[src/bootseq_consts.svh]
`ifndef BOOTSEQ_CONSTS_SVH
`define BOOTSEQ_CONSTS_SVH

// bit period limits in platform clock cycles
`define BSEQ_DIV_MIN     16'h00a0
`define BSEQ_DIV_MAX     16'h8000
// cycles the line filter lags a released bus clock
`define BSEQ_SYNC_LAT    14'h0004
// strap code that selects sequencer mode
`define BSEQ_STRAP_SEL   2'h2
// serial rom device codes and start location
`define BSEQ_DEV_WR      8'ha0
`define BSEQ_DEV_RD      8'ha1
`define BSEQ_ROM_START   16'h0000
// record byte 0 flag positions
`define BSEQ_ALT_BIT     7
`define BSEQ_END_BIT     6
// last byte index of a seven byte record
`define BSEQ_REC_LAST    3'h6
// default register space base and target
`define BSEQ_DEF_BASE    12'h0000
`define BSEQ_DEF_TARGET  4'h0
// fifo shape
`define BSEQ_FIFO_W      53
`define BSEQ_FIFO_D      32

`endif

[src/bootseq_pkg.sv]
package bootseq_pkg;

    // sequencer states
    typedef enum logic [2:0] {
        S_WAIT, S_START, S_TX, S_RSTART, S_RX, S_PUSH, S_STOP, S_FINISH
    } seq_state_t;

    // one decoded record as it travels through the fifo
    typedef struct packed {
        logic        alt;
        logic [19:0] offset;
        logic [31:0] data;
    } rec_t;

endpackage

[src/rec_fifo_if.sv]
`timescale 1ns/100ps

interface rec_fifo_if #(parameter int W = 53);
    logic         push_valid;
    logic         push_ready;
    logic [W-1:0] push_data;
    logic         pop_valid;
    logic         pop_ready;
    logic [W-1:0] pop_data;

    modport src (output push_valid, output push_data, input push_ready);
    modport snk (input pop_valid, input pop_data, output pop_ready);
    modport buf_side (input push_valid, input push_data, output push_ready,
                      output pop_valid, output pop_data, input pop_ready);
endinterface

[src/i2c_boot_sequencer.sv]
`timescale 1ns/100ps
`include "bootseq_consts.svh"

// What this block does
// load rom values into registers before boot
// bit period programmable from 160 to 32768
// mode chosen from straps once, when lock is first seen after reset
// select bit steers write to alternate space
// address is alternate base joined to offset
// alternate writes go to selected target unit
// each base value opens one megabyte window
// wait for reset release and lock first
// master reads rom records sequentially over serial bus
module i2c_boot_sequencer (
    input  wire logic        clk,                    // platform clock
    input  wire logic        sys_rst,                // synchronous reset
    input  wire logic [1:0]  boot_mode_strap_inputs, // mode straps, async
    input  wire logic        dll_locked,             // delay loops locked, async
    input  wire logic [15:0] clk_div,                // bit period in cycles
    input  wire logic [11:0] alt_space_base_reg,     // alternate base, addr 31:20
    input  wire logic [3:0]  alt_space_target_reg,   // alternate target unit
    input  wire logic        scl_i,                  // clock line level
    output logic             scl_o,                  // clock line drive value
    output logic             scl_oe_n,               // low while pulling clock
    input  wire logic        sda_i,                  // data line level
    output logic             sda_o,                  // data line drive value
    output logic             sda_oe_n,               // low while pulling data
    output logic             wr_valid,               // register write pending
    input  wire logic        wr_ready,               // write taken
    output logic [31:0]      wr_addr,                // full target address
    output logic [31:0]      wr_data,                // value to write
    output logic             wr_alt,                 // write through alternate space
    output logic [3:0]       wr_target,              // target unit
    output logic             boot_active,            // loading in progress
    output logic             boot_done,              // loading finished, drained
    output logic             boot_error              // rom refused a byte
);
    bootseq_pkg::seq_state_t st_ff, nxt_st;
    logic [4:0]  syn1_ff, syn2_ff, syn3_ff, flt_ff, nxt_flt;
    logic [1:0]  q_ff, nxt_q;
    logic [13:0] tk_ff, nxt_tk, qtr;
    logic [15:0] dv;
    logic [3:0]  bit_ff, nxt_bit;
    logic [7:0]  sh_ff, nxt_sh;
    logic [2:0]  txn_ff, nxt_txn, rxn_ff, nxt_rxn;
    logic [55:0] rec_ff, nxt_rec;
    logic        scl_low_ff, nxt_scl_low, sda_low_ff, nxt_sda_low;
    logic        boot_en_ff, nxt_boot_en, taken_ff, nxt_taken;
    logic        done_ff, nxt_done, err_ff, nxt_err, nack_ff, nxt_nack;
    logic        tick, hold, out_load;
    logic        wv_ff, nxt_wv, walt_ff, nxt_walt;
    logic [31:0] wa_ff, nxt_wa, wd_ff, nxt_wd;
    logic [3:0]  wt_ff, nxt_wt;
    bootseq_pkg::rec_t rin, rout;
    logic [1:0]  strap_flt;
    logic        lock_flt, sda_flt, scl_flt;

    rec_fifo_if #(.W(`BSEQ_FIFO_W)) fq ();

    rec_fifo #(.W(`BSEQ_FIFO_W), .D(`BSEQ_FIFO_D)) u_fifo (
        .clk     (clk),
        .sys_rst (sys_rst),
        .f       (fq.buf_side)
    );

    // three stage input filter, change taken when stages two and three agree
    genvar gi;
    generate
        for (gi = 0; gi < 5; gi++)
        begin : g_flt
            assign nxt_flt[gi] = (syn2_ff[gi] == syn3_ff[gi]) ? syn3_ff[gi] : flt_ff[gi];
        end
    endgenerate
    assign strap_flt = flt_ff[1:0];
    assign lock_flt  = flt_ff[2];
    assign sda_flt   = flt_ff[3];
    assign scl_flt   = flt_ff[4];

    always_ff @(posedge clk)
    begin
        if (sys_rst)
        begin
            syn1_ff <= '0;
            syn2_ff <= '0;
            syn3_ff <= '0;
            flt_ff  <= '0;
        end
        else
        begin
            syn1_ff <= {scl_i, sda_i, dll_locked, boot_mode_strap_inputs};
            syn2_ff <= syn1_ff;
            syn3_ff <= syn2_ff;
            flt_ff  <= nxt_flt;
        end
    end

    // clamp divider
    assign dv   = (clk_div < `BSEQ_DIV_MIN) ? `BSEQ_DIV_MIN :
                  (clk_div > `BSEQ_DIV_MAX) ? `BSEQ_DIV_MAX : clk_div;
    assign qtr  = dv[15:2];
    // stretch: released clock still low once the filter lag has passed
    // counting through the lag keeps an unstretched bit at the full period
    assign hold = !scl_low_ff && !scl_flt && (tk_ff >= `BSEQ_SYNC_LAT);
    assign tick = (tk_ff == qtr - 14'h0001) && !hold;

    // rom read sequence bytes
    function automatic logic [7:0] txb(input logic [2:0] idx);
        case (idx)
            3'h0:    txb = `BSEQ_DEV_WR;
            3'h1:    txb = 8'(`BSEQ_ROM_START >> 8);
            3'h2:    txb = 8'(`BSEQ_ROM_START);
            default: txb = `BSEQ_DEV_RD;
        endcase
    endfunction

    assign rin.alt    = rec_ff[48+`BSEQ_ALT_BIT];
    assign rin.offset = {rec_ff[51:48], rec_ff[47:32]};
    assign rin.data   = rec_ff[31:0];
    assign fq.push_valid = (st_ff == bootseq_pkg::S_PUSH);
    assign fq.push_data  = rin;

    // sequencer next state
    always_comb
    begin
        nxt_st = st_ff;  nxt_q = q_ff;  nxt_bit = bit_ff;  nxt_sh = sh_ff;
        nxt_txn = txn_ff;  nxt_rxn = rxn_ff;  nxt_rec = rec_ff;
        nxt_scl_low = scl_low_ff;  nxt_sda_low = sda_low_ff;
        nxt_boot_en = boot_en_ff;  nxt_taken = taken_ff;
        nxt_err = err_ff;  nxt_nack = nack_ff;
        nxt_tk = (tick || st_ff == bootseq_pkg::S_WAIT) ? 14'h0000 :
                 (hold ? tk_ff : tk_ff + 14'h0001);
        nxt_done = (st_ff == bootseq_pkg::S_FINISH) && !fq.pop_valid && !wv_ff;
        if (tick)
            nxt_q = q_ff + 2'h1;
        case (st_ff)
            bootseq_pkg::S_WAIT:
            begin
                // start only once lock is seen
                // strap sampled once at lock
                if (lock_flt && !taken_ff)
                begin
                    nxt_taken   = 1'b1;
                    nxt_boot_en = (strap_flt == `BSEQ_STRAP_SEL);
                    nxt_q       = 2'h0;
                    nxt_st      = (strap_flt == `BSEQ_STRAP_SEL) ? bootseq_pkg::S_START
                                                                : bootseq_pkg::S_FINISH;
                end
            end
            bootseq_pkg::S_START, bootseq_pkg::S_RSTART:
            begin
                // start and repeated start conditions
                if (tick)
                    case (q_ff)
                        2'h0: nxt_sda_low = (st_ff == bootseq_pkg::S_START);
                        2'h1: nxt_scl_low = 1'b0;
                        2'h2:
                        begin
                            nxt_sda_low = 1'b1;
                            nxt_scl_low = (st_ff == bootseq_pkg::S_START);
                        end
                        default:
                        begin
                            nxt_scl_low = 1'b1;
                            nxt_sh      = txb(txn_ff);
                            nxt_bit     = 4'h0;
                            nxt_st      = bootseq_pkg::S_TX;
                        end
                    endcase
            end
            bootseq_pkg::S_TX:
            begin
                if (tick)
                    case (q_ff)
                        2'h0: nxt_sda_low = (bit_ff < 4'h8) ? !sh_ff[7] : 1'b0;
                        2'h1: nxt_scl_low = 1'b0;
                        2'h2: nxt_nack = (bit_ff == 4'h8) && sda_flt;
                        default:
                        begin
                            nxt_scl_low = 1'b1;
                            nxt_sh      = {sh_ff[6:0], 1'b0};
                            nxt_bit     = bit_ff + 4'h1;
                            if (bit_ff == 4'h8)
                            begin
                                nxt_bit = 4'h0;
                                nxt_txn = txn_ff + 3'h1;
                                nxt_sh  = txb(txn_ff + 3'h1);
                                if (nack_ff)
                                begin
                                    nxt_err = 1'b1;
                                    nxt_st  = bootseq_pkg::S_STOP;
                                end
                                else if (txn_ff == 3'h2)
                                    nxt_st = bootseq_pkg::S_RSTART;
                                else if (txn_ff == 3'h3)
                                    nxt_st = bootseq_pkg::S_RX;
                            end
                        end
                    endcase
            end
            bootseq_pkg::S_RX:
            begin
                // sequential record read, nack ends on end flag
                if (tick)
                    case (q_ff)
                        2'h0: nxt_sda_low = (bit_ff == 4'h8) && !nack_ff;
                        2'h1: nxt_scl_low = 1'b0;
                        2'h2:
                        begin
                            if (bit_ff < 4'h8)
                                nxt_sh = {sh_ff[6:0], sda_flt};
                            if (bit_ff == 4'h7)
                                nxt_nack = (rxn_ff == 3'h0) && sh_ff[`BSEQ_END_BIT-1];
                        end
                        default:
                        begin
                            nxt_scl_low = 1'b1;
                            nxt_bit     = bit_ff + 4'h1;
                            if (bit_ff == 4'h8)
                            begin
                                nxt_bit = 4'h0;
                                nxt_rec = {rec_ff[47:0], sh_ff};
                                nxt_rxn = rxn_ff + 3'h1;
                                if (nack_ff)
                                    nxt_st = bootseq_pkg::S_STOP;
                                else if (rxn_ff == `BSEQ_REC_LAST)
                                begin
                                    nxt_rxn = 3'h0;
                                    nxt_st  = bootseq_pkg::S_PUSH;
                                end
                            end
                        end
                    endcase
            end
            bootseq_pkg::S_PUSH:
            begin
                // bus clock held low while the fifo is full
                nxt_q = 2'h0;
                if (fq.push_ready)
                    nxt_st = bootseq_pkg::S_RX;
            end
            bootseq_pkg::S_STOP:
            begin
                if (tick)
                    case (q_ff)
                        2'h0: nxt_sda_low = 1'b1;
                        2'h1: nxt_scl_low = 1'b0;
                        2'h2: nxt_sda_low = 1'b0;
                        default: nxt_st = bootseq_pkg::S_FINISH;
                    endcase
            end
            bootseq_pkg::S_FINISH: nxt_q = 2'h0;
            default: nxt_st = bootseq_pkg::S_WAIT;
        endcase
    end

    always_ff @(posedge clk)
    begin
        if (sys_rst)
        begin
            st_ff <= bootseq_pkg::S_WAIT;
            q_ff <= 2'h0;  tk_ff <= 14'h0000;  bit_ff <= 4'h0;  sh_ff <= 8'h00;
            txn_ff <= 3'h0;  rxn_ff <= 3'h0;  rec_ff <= '0;
            scl_low_ff <= 1'b0;  sda_low_ff <= 1'b0;
            boot_en_ff <= 1'b0;  taken_ff <= 1'b0;
            done_ff <= 1'b0;  err_ff <= 1'b0;  nack_ff <= 1'b0;
        end
        else
        begin
            st_ff <= nxt_st;
            q_ff <= nxt_q;  tk_ff <= nxt_tk;  bit_ff <= nxt_bit;  sh_ff <= nxt_sh;
            txn_ff <= nxt_txn;  rxn_ff <= nxt_rxn;  rec_ff <= nxt_rec;
            scl_low_ff <= nxt_scl_low;  sda_low_ff <= nxt_sda_low;
            boot_en_ff <= nxt_boot_en;  taken_ff <= nxt_taken;
            done_ff <= nxt_done;  err_ff <= nxt_err;  nack_ff <= nxt_nack;
        end
    end

    // write output stage fed from the fifo
    assign fq.pop_ready = !wv_ff || wr_ready;
    assign out_load     = fq.pop_valid && fq.pop_ready;
    assign rout         = fq.pop_data;
    always_comb
    begin
        nxt_wv = out_load ? 1'b1 : (wr_ready ? 1'b0 : wv_ff);
        nxt_wa = wa_ff;  nxt_wd = wd_ff;  nxt_wt = wt_ff;  nxt_walt = walt_ff;
        if (out_load)
        begin
            // base joined to 20 bit offset
            nxt_wa   = {rout.alt ? alt_space_base_reg : `BSEQ_DEF_BASE, rout.offset};
            // alternate writes routed to chosen unit
            nxt_wt   = rout.alt ? alt_space_target_reg : `BSEQ_DEF_TARGET;
            nxt_wd   = rout.data;
            nxt_walt = rout.alt;
        end
    end

    always_ff @(posedge clk)
    begin
        if (sys_rst)
        begin
            wv_ff <= 1'b0;  wa_ff <= 32'h0000_0000;  wd_ff <= 32'h0000_0000;
            wt_ff <= 4'h0;  walt_ff <= 1'b0;
        end
        else
        begin
            wv_ff <= nxt_wv;  wa_ff <= nxt_wa;  wd_ff <= nxt_wd;
            wt_ff <= nxt_wt;  walt_ff <= nxt_walt;
        end
    end

    // outputs and pins
    assign wr_valid    = wv_ff;
    assign wr_addr     = wa_ff;
    assign wr_data     = wd_ff;
    assign wr_target   = wt_ff;
    assign wr_alt      = walt_ff;
    assign scl_o       = 1'b0;
    assign sda_o       = 1'b0;
    assign scl_oe_n    = !scl_low_ff;
    assign sda_oe_n    = !sda_low_ff;
    assign boot_active = (st_ff != bootseq_pkg::S_WAIT) && !done_ff;
    assign boot_done   = done_ff;
    assign boot_error  = err_ff;

    a_wait_lock: assert property (@(posedge clk) disable iff (sys_rst)
        (st_ff == bootseq_pkg::S_WAIT && !lock_flt) |=> st_ff == bootseq_pkg::S_WAIT)
        else $error("sequencer left wait before lock");
    a_div_range: assert property (@(posedge clk) disable iff (sys_rst)
        qtr >= 14'h0028 && qtr <= 14'h2000)
        else $error("quarter period outside limits");
    a_mode_frozen: assert property (@(posedge clk) disable iff (sys_rst)
        taken_ff |=> $stable(boot_en_ff) && taken_ff)
        else $error("boot mode changed after selection");
    a_alt_addr: assert property (@(posedge clk) disable iff (sys_rst)
        (out_load && rout.alt) |=> wr_addr == {$past(alt_space_base_reg), $past(rout.offset)})
        else $error("alternate address not base joined to offset");
    a_def_space: assert property (@(posedge clk) disable iff (sys_rst)
        (out_load && !rout.alt) |=> !wr_alt && wr_addr[31:20] == `BSEQ_DEF_BASE)
        else $error("default write left default space");
    a_alt_target: assert property (@(posedge clk) disable iff (sys_rst)
        (out_load && rout.alt) |=> wr_alt && wr_target == $past(alt_space_target_reg))
        else $error("alternate write to wrong target");
    a_no_write_disabled: assert property (@(posedge clk) disable iff (sys_rst)
        (taken_ff && !boot_en_ff) |-> !wr_valid && !fq.push_valid)
        else $error("write while sequencer disabled");
    a_start_cond: assert property (@(posedge clk) disable iff (sys_rst)
        (st_ff == bootseq_pkg::S_START && tick && q_ff == 2'h0)
        |=> sda_low_ff && !scl_low_ff)
        else $error("start condition malformed");
    a_push_stall: assert property (@(posedge clk) disable iff (sys_rst)
        (st_ff == bootseq_pkg::S_PUSH && !fq.push_ready) |=> st_ff == bootseq_pkg::S_PUSH
        && scl_low_ff)
        else $error("full fifo did not stall the bus");
endmodule // i2c_boot_sequencer

[src/rec_fifo.sv]
`timescale 1ns/100ps

module rec_fifo #(
    parameter int W = 53,
    parameter int D = 32
) (
    input wire logic  clk,        // platform clock
    input wire logic  sys_rst,    // synchronous reset
    rec_fifo_if.buf_side f        // push and pop sides
);
    localparam int AW = $clog2(D);

    logic [W-1:0] mem [D];
    logic [AW:0]  wr_ptr_ff;
    logic [AW:0]  rd_ptr_ff;
    logic [AW:0]  nxt_wr_ptr;
    logic [AW:0]  nxt_rd_ptr;
    logic         full;
    logic         empty;
    logic         do_push;
    logic         do_pop;

    // honest full and empty from pointers with wrap bit
    assign empty        = (wr_ptr_ff == rd_ptr_ff);
    assign full         = (wr_ptr_ff[AW-1:0] == rd_ptr_ff[AW-1:0])
                          && (wr_ptr_ff[AW] != rd_ptr_ff[AW]);
    assign f.push_ready = !full;
    assign f.pop_valid  = !empty;
    assign f.pop_data   = mem[rd_ptr_ff[AW-1:0]];
    assign do_push      = f.push_valid && !full;
    assign do_pop       = !empty && f.pop_ready;

    // pointer advance
    always_comb
    begin
        nxt_wr_ptr = wr_ptr_ff + (AW+1)'(do_push);
        nxt_rd_ptr = rd_ptr_ff + (AW+1)'(do_pop);
    end

    always_ff @(posedge clk)
    begin
        if (sys_rst)
        begin
            wr_ptr_ff <= '0;
            rd_ptr_ff <= '0;
        end
        else
        begin
            wr_ptr_ff <= nxt_wr_ptr;
            rd_ptr_ff <= nxt_rd_ptr;
        end
    end

    // storage write, one entry per push
    always_ff @(posedge clk)
    begin
        if (do_push)
            mem[wr_ptr_ff[AW-1:0]] <= f.push_data;
    end
endmodule // rec_fifo

[config.mk]
export PLATFORM = sky130hd
export DESIGN_NAME = i2c_boot_sequencer
export DESIGN_NICKNAME = d
export VERILOG_FILES = /design/src/bootseq_pkg.sv /design/src/rec_fifo_if.sv /design/src/i2c_boot_sequencer.sv /design/src/rec_fifo.sv
export VERILOG_INCLUDE_DIRS = /design/src
export SDC_FILE = /design/constraint.sdc
export NUM_CORES = 2
export LEC_CHECK = 0
export BUFFER_PORTS_ARGS = -buffer_cell sky130_fd_sc_hd__buf_2
export CAP_MARGIN = 20
export CORE_UTILIZATION = 45
export DETAILED_ROUTE_END_ITERATION = 16
export HOLD_SLACK_MARGIN = 0.08
export SLEW_MARGIN = 40
export SYNTH_ARGS = -nofsm -noshare
export SYNTH_HDL_FRONTEND = slang
export SYNTH_SLANG_ARGS = --single-unit
[constraint.sdc]
create_clock -name clk -period 5.3 [get_ports clk]
set_input_delay 0.53 -clock clk [delete_from_list [all_inputs] [get_ports clk]]
set_output_delay 0.53 -clock clk [all_outputs]
set_load 0.1 [all_outputs]
== After elaboration in Yosys (flattened, before gate mapping) ==
Memories as Yosys holds them, arrays and structs flattened. A register that Yosys moved wholly into a read port is not among the register bits.
Index checks and enable logic that the tools add are counted.
Storage, ports and cells
  word-level logic and storage cells: 227
  register bits after elaboration: 201
  bits in writable memories: 1696
  memories: 1
  input bits: 40
  output and inout bits: 77
Memory list
  u_fifo.mem: depth 32, width 53, rd ports 1, clocked after memory_dff 1, write ports 1, line rec_fifo.sv:13  | logic [W-1:0] mem [D];
Cells by class
  equal/unequal tests: 54
  magnitude comparators: 4
  bitwise operators: 1
  mux-type cells: 73
  add/subtract/negate cells: 8
  reductions and logical operators: 57
Operator list (count)
  $mux W8: 8
  $mux W3: 20
  $ne A2 B2 Y1 const B: 20
  $mux W16: 2
  $pmux W8 S2: 2
  $mux W4: 6
  $pmux W8 S3: 1
  $mux W1: 20
  $pmux W3 S6: 1
  $gt A16 B16 Y1 const B: 1
  $lt A16 B8 Y1 const B: 1
  $eq A3 B2 Y1 const B: 5
  $eq A3 B3 Y1 const B: 5
  $reduce_and A15 Y1: 1
  $add A14 B1 Y14 const B: 1
  $eq A14 B14 Y1: 1
  $ge A14 B3 Y1 const B: 1
  $reduce_or A2 Y1: 7
  $sub A14 B1 Y14 const B: 1
  $logic_and A1 B1 Y1: 13
  $add A6 B1 Y6: 2
  $logic_not A3 Y1: 4
  $mux W12: 1
  $logic_not A1 Y1: 11
  other kinds (38): 62

== Depth between registers and ports, before layout ==
  depth after elaboration: 9
  gate-level depth with buffers: 18
  mapped depth without buffers: 13

== By module ==
A second synthesis with hierarchy kept.
Second synthesis, totals
  cells, all modules: 3895
  area, all modules: 73062.6 sq um
By module, submodules not included
  rec_fifo: area an instance 64727.1 sq um, sequential area each 51169.1 sq um, cells each 2888, times used 1
  i2c_boot_sequencer: area an instance 8335.5 sq um, sequential area each 3723.6 sq um, cells each 1007, times used 1

== Worst setup path after synthesis ==
No wires, ideal clock.
  path kind: reg-to-reg
  from: register u_fifo.rd_ptr_ff[0]
  to: memory u_fifo.mem[28][0], enable pin
  buffers on the path: 2
  clock period less this slack: 4.616 ns
  arrival time: 4.152 ns
  stages on the path, launching flop included: 10
  data required time: 4.836 ns
  path slack: 0.684 ns
  library setup time: 0.464 ns
  cell sequence: dfxtp_1 -> buf_2 -> xor2_1 -> nor2_1 -> nand2_1 -> nor2_1 -> nor3_1 -> or3b_2 -> clkbuf_1 -> nor2_1
On the way
  cells in the longest elaborated chain, start to end: 6
RTL lines
  start, declared: line rec_fifo.sv:15  | logic [AW:0] rd_ptr_ff;
  start signal, assigned: line rec_fifo.sv:50  | rd_ptr_ff <= nxt_rd_ptr;
  $eq A5 B5 Y1: line rec_fifo.sv:25  | assign full = (wr_ptr_ff[AW-1:0] == rd_ptr_ff[AW-1:0])
  $logic_and A1 B1 Y1: line rec_fifo.sv:26  | && (wr_ptr_ff[AW] != rd_ptr_ff[AW]);
  $logic_not A1 Y1
  $logic_and A1 B1 Y1: line rec_fifo.sv:30  | assign do_push = f.push_valid && !full;
  $mux W1: line rec_fifo.sv:57  | if (do_push)
  $mux W1 (not written as such): line rec_fifo.sv:58  | mem[wr_ptr_ff[AW-1:0]] <= f.push_data;
  end, declared: line rec_fifo.sv:13
Every way passes these cells.

== Worst setup path after layout ==
  from: input port clk_div[11]
  to: register rec_ff[40]
On the way
  cells in the longest elaborated chain, start to end: 7
  elaborated cells on any way between the ends: 8
  classes of those cells: 1 x add/sub; 2 x order compare; 1 x eq/ne; 2 x mux; 2 x reduce/logical
RTL lines
  start, declared: line i2c_boot_sequencer.sv:19  | input wire logic [15:0] clk_div,
  $gt A16 B16 Y1 (no line)
  $mux W16: line i2c_boot_sequencer.sv:99  | (clk_div > `BSEQ_DIV_MAX) ? `BSEQ_DIV_MAX : clk_div;
  $mux W16 *: line i2c_boot_sequencer.sv:98  | assign dv = (clk_div < `BSEQ_DIV_MIN) ? `BSEQ_DIV_MIN :
  $sub A14 B1 Y14 *: line i2c_boot_sequencer.sv:104  | assign tick = (tk_ff == qtr - 14'h0001) && !hold;
  $eq A14 B14 Y1 *: line i2c_boot_sequencer.sv:104
  $logic_and A1 B1 Y1 *: line i2c_boot_sequencer.sv:104
  $reduce_and A4 Y1 (no line) *
  end signal, assigned: line i2c_boot_sequencer.sv:271  | txn_ff <= nxt_txn; rxn_ff <= nxt_rxn; rec_ff <= nxt_rec;
  end, declared: line i2c_boot_sequencer.sv:46  | logic [55:0] rec_ff, nxt_rec;
Every way passes the cells marked *; elsewhere a longest branch is shown, timed or not.
A chain may end at the register's enable or synchronous reset.

==> results.json <==
{
  "status": "finished clean",
  "fin_crit_ps": 4050,
  "final_common_cell": "edfxtp_1",
  "pre_cts_slack_ps": 409,
  "pwr_density_cell_nw_per_um2": 390,
  "hp-start": "sys_rst",
  "end_kind": "flop",
  "worstPathMaxFanout": 29,
  "cts-buffers-inserted": 194,
  "routed_wl_um": 174000,
  "synth.distinct_cells": 70,
  "synth_top_family_by_area": "multiplexers",
  "worstReg2RegEnd": "u_fifo.mem[12][10]",
  "timing.rr.start": "u_fifo.rd_ptr_ff[3]",
  "start_util_pct": 45.3,
  "syn_inst": 3407,
  "hold_end": "u_fifo.rd_ptr_ff[4]",
  "path_clk_slew_ps": 60,
  "finalPower_mw": 32.5,
  "ys_seq_elements": 1894,
  "route.detailed.drc": 0,
  "clock_skew_ps": 40.4,
  "drt_iter0_drc": 3653,
  "postLayoutCoreUtil_pct": 51.9,
  "final_layout_size_suffix_gt1_share_pct": 29.7,
  "synth-adder-area-share_pct": 0.379,
  "crit_path_start_kind": "input pin",
  "fin_crit_sh_pct": 76.3,
  "synth_mux_area_share_pct": 18.1,
  "cts_setup_buffers": 0,
  "finish.net_count": 3717,
  "root_buffer": "clkbuf_16",
  "min_path_cells": 2,
  "leakagePower_nw": 23.0,
  "fin_ws_ps": 1250,
  "max_cap_violations": 0,
  "final_area_um2": 83300,
  "criticalPathCategory": "input pin to flop",
  "ys_warn_count": 0,
  "cts_max_path_buffers": 3,
  "drtAntennaViolNets": 0,
  "std_cell_rows": 147,
  "synthSimpleGateAreaFrac_pct": 2.53,
  "floorplan.io_pins": 117,
  "clock_latency_ps": 830,
  "ir_drop_uv": 363,
  "synthFlopType": "edfxtp_1",
  "vias": 34700,
  "die_area_um2": 163000,
  "stdcell_count": 5982,
  "place.gp.congestion": 0.795,
  "portBuffers": 114,
  "synth-compound-area-share_pct": 1.71,
  "grt_pass1_vias": 35500,
  "die_w_um": 404,
  "crit_arrival_ps": 4770,
  "synthesis.area_um2": 72700,
  "rr_worst_depth": 8,
  "nFillCells": 12500,
  "fp.coreArea_um2": 161000,
  "ys_seq_area_share_pct": 75.5,
  "rrSetupSlack_ps": 1280,
  "diodes": 0,
  "grt_max_degree": 134,
  "rsz0062_at_grt": "no",
  "synth-xor-area-share_pct": 0.482,
  "hold_violations": 0,
  "track_usage_pct": 21.5,
  "dpl_cell_area_um2": 76700,
  "avgSynthCellArea_um2": 21.3,
  "gr-total-overflow": 0,
  "syn_to_final_growth_pct": 14.6,
  "worst_pin_slew_ps": 885,
  "htreeDepth": 4,
  "cp.required_ps": 6030,
  "whs_ps": 238,
  "hold_path_class": "input pin to flop",
  "setup_tns_ps": 0,
  "cts_tree": "yes",
  "synth_edf_count": 1696,
  "max_slew_margin_pct": 41.0,
  "final_cell_mix": "1,696 x edfxtp_1, 530 x mux4_2, 199 x clkbuf_16",
  "via_per_inst": 5.80,
  "synth_async_sr_flop_share_pct": 0,
  "die_h_um": 404,
  "cts_sinks": 1894,
  "wl_per_cell_um": 29.1,
  "finalMaxSlewViolations": 0,
  "dp_hpwl_um": 90600,
  "dp.cells": 5596,
  "antenna_found_initial": 2,
  "grt_pass1_wl_um": 251000,
  "first_pass_iters": 5,
  "finalSetupViolCount": 0,
  "max_freq_mhz": 247
}
==> sequential cells by signal (all words and copies together) (netlist names), 2 cells and up <==
register,cells
bit_ff,4
wr_addr,32
u_fifo.mem,1696
syn2_ff,5
st_ff,3
rec_ff,53
wr_target,4
flt_ff,5
txn_ff,3
syn1_ff,5
q_ff,2
u_fifo.rd_ptr_ff,6
wr_data,32
rxn_ff,3
sh_ff,8
tk_ff,14
syn3_ff,5
u_fifo.wr_ptr_ff,6
==> cells in the mapped netlist, drive strengths merged (3+ instances only) <==
master	instances	share of area [%]
o21ai	21	0.15
edfxtp	1696	70
nor3	17	0.12
ha	22	0.38
xor2	18	0.22
nand3b	6	0.062
o211a	3	0.041
nand3	22	0.15
o31ai	3	0.031
o32ai	3	0.036
a211oi	57	0.59
or4	4	0.041
xnor2	22	0.26
nor2	170	0.88
or3b	3	0.036
nand2	105	0.54
nor3b	3	0.031
nand4	8	0.069
or3	9	0.077
a22oi	16	0.17
and3	6	0.052
o211ai	5	0.052
mux4	530	16
a21oi	26	0.18
buf	69	0.50
dfxtp	198	5.5
nor4	11	0.12
mux2	6	0.093
nand2b	8	0.069
a31oi	6	0.052
a32o	3	0.041
clkbuf	125	0.65
mux2i	116	1.6
nor2b	30	0.26
inv	25	0.13
==> critical path, stage by stage <==
cell and delay, ps:
buf_2 130, or4_1 700, nor4_4 470, nor2b_1 140, nand2_1 100, ha_1 250
o21ai_0 220, or4_1 540, a211oi_1 230, o2111a_1 230, and4b_1 240, and3_4 440
buf_12 290, mux2i_1 220
==> area by class of cell <==
cell class	count	area [um^2]	share of cell area (%)
clock inverters	108	1040	1.25
multi-input cells	1293	17100	20.6
well taps	2160	2700	3.24
repair buffers	245	2070	2.49
flip-flops and latches	1894	55000	66.0
clock buffers	255	5250	6.30
inverters	27	108	0.129
==> cells by family (layout without fill, tap and decap cells) <==
family | Yosys count | count (layout)
compound gates | 172 | 172
xor+xnor | 40 | 40
fa+ha+maj | 22 | 22
buf+inv | 221 | 635
flops | 1894 | 1894
mux | 652 | 652
other cells | 1 | 2
simple gates | 405 | 405
==> where the power goes <==
| part | switching, mW | internal (mW) | total (mW) | leakage [nW] |
|---|---|---|---|---|
| Clock | 5.65 | 7.81 | 13.5 | 3.07 |
| Combinational | 1.58 | 1.28 | 2.86 | 4.62 |
| Sequential | 0.0778 | 16.1 | 16.2 | 15.3 |
==> repair_timing <==
| action | 4_1_cts | 5_1_grt |
|---|---|---|
| hold endpoints to repair | 22 | 0 |
| endpoints found under the setup margin | 0 | 0 |
| hold buffers | 22 | 0 |
| gates resized for setup | 0 | 0 |
==> routing by layer <==
| layer | routed length [um] | global-route usage [%] | vias to the layer above |
|---|---|---|---|
| met1 | 75000 | 30.5 | 18700 |
| met2 | 86300 | 35.4 | 1100 |
| met4 | 3250 | 5.04 | 2 |
| li1 | - | - | 14700 |
| met3 | 9680 | 3.21 | 221 |
| met5 | 11 | 0 | - |
==> worst max-delay path by stage <==
stage                         end  slack, ps                 from
2_1_floorplan   u_fifo.mem[28][0]        680  u_fifo.rd_ptr_ff[0]
3_3_place_gp           rec_ff[40]        470          clk_div[11]
3_5_place_dp           rec_ff[46]        410          clk_div[11]
4_1_cts        u_fifo.mem[15][26]       1220  u_fifo.rd_ptr_ff[3]
5_1_grt                rec_ff[46]       1020          clk_div[11]
6_report               rec_ff[40]       1250          clk_div[11]
No activity file was read; power rests on OpenSTA's default activity.
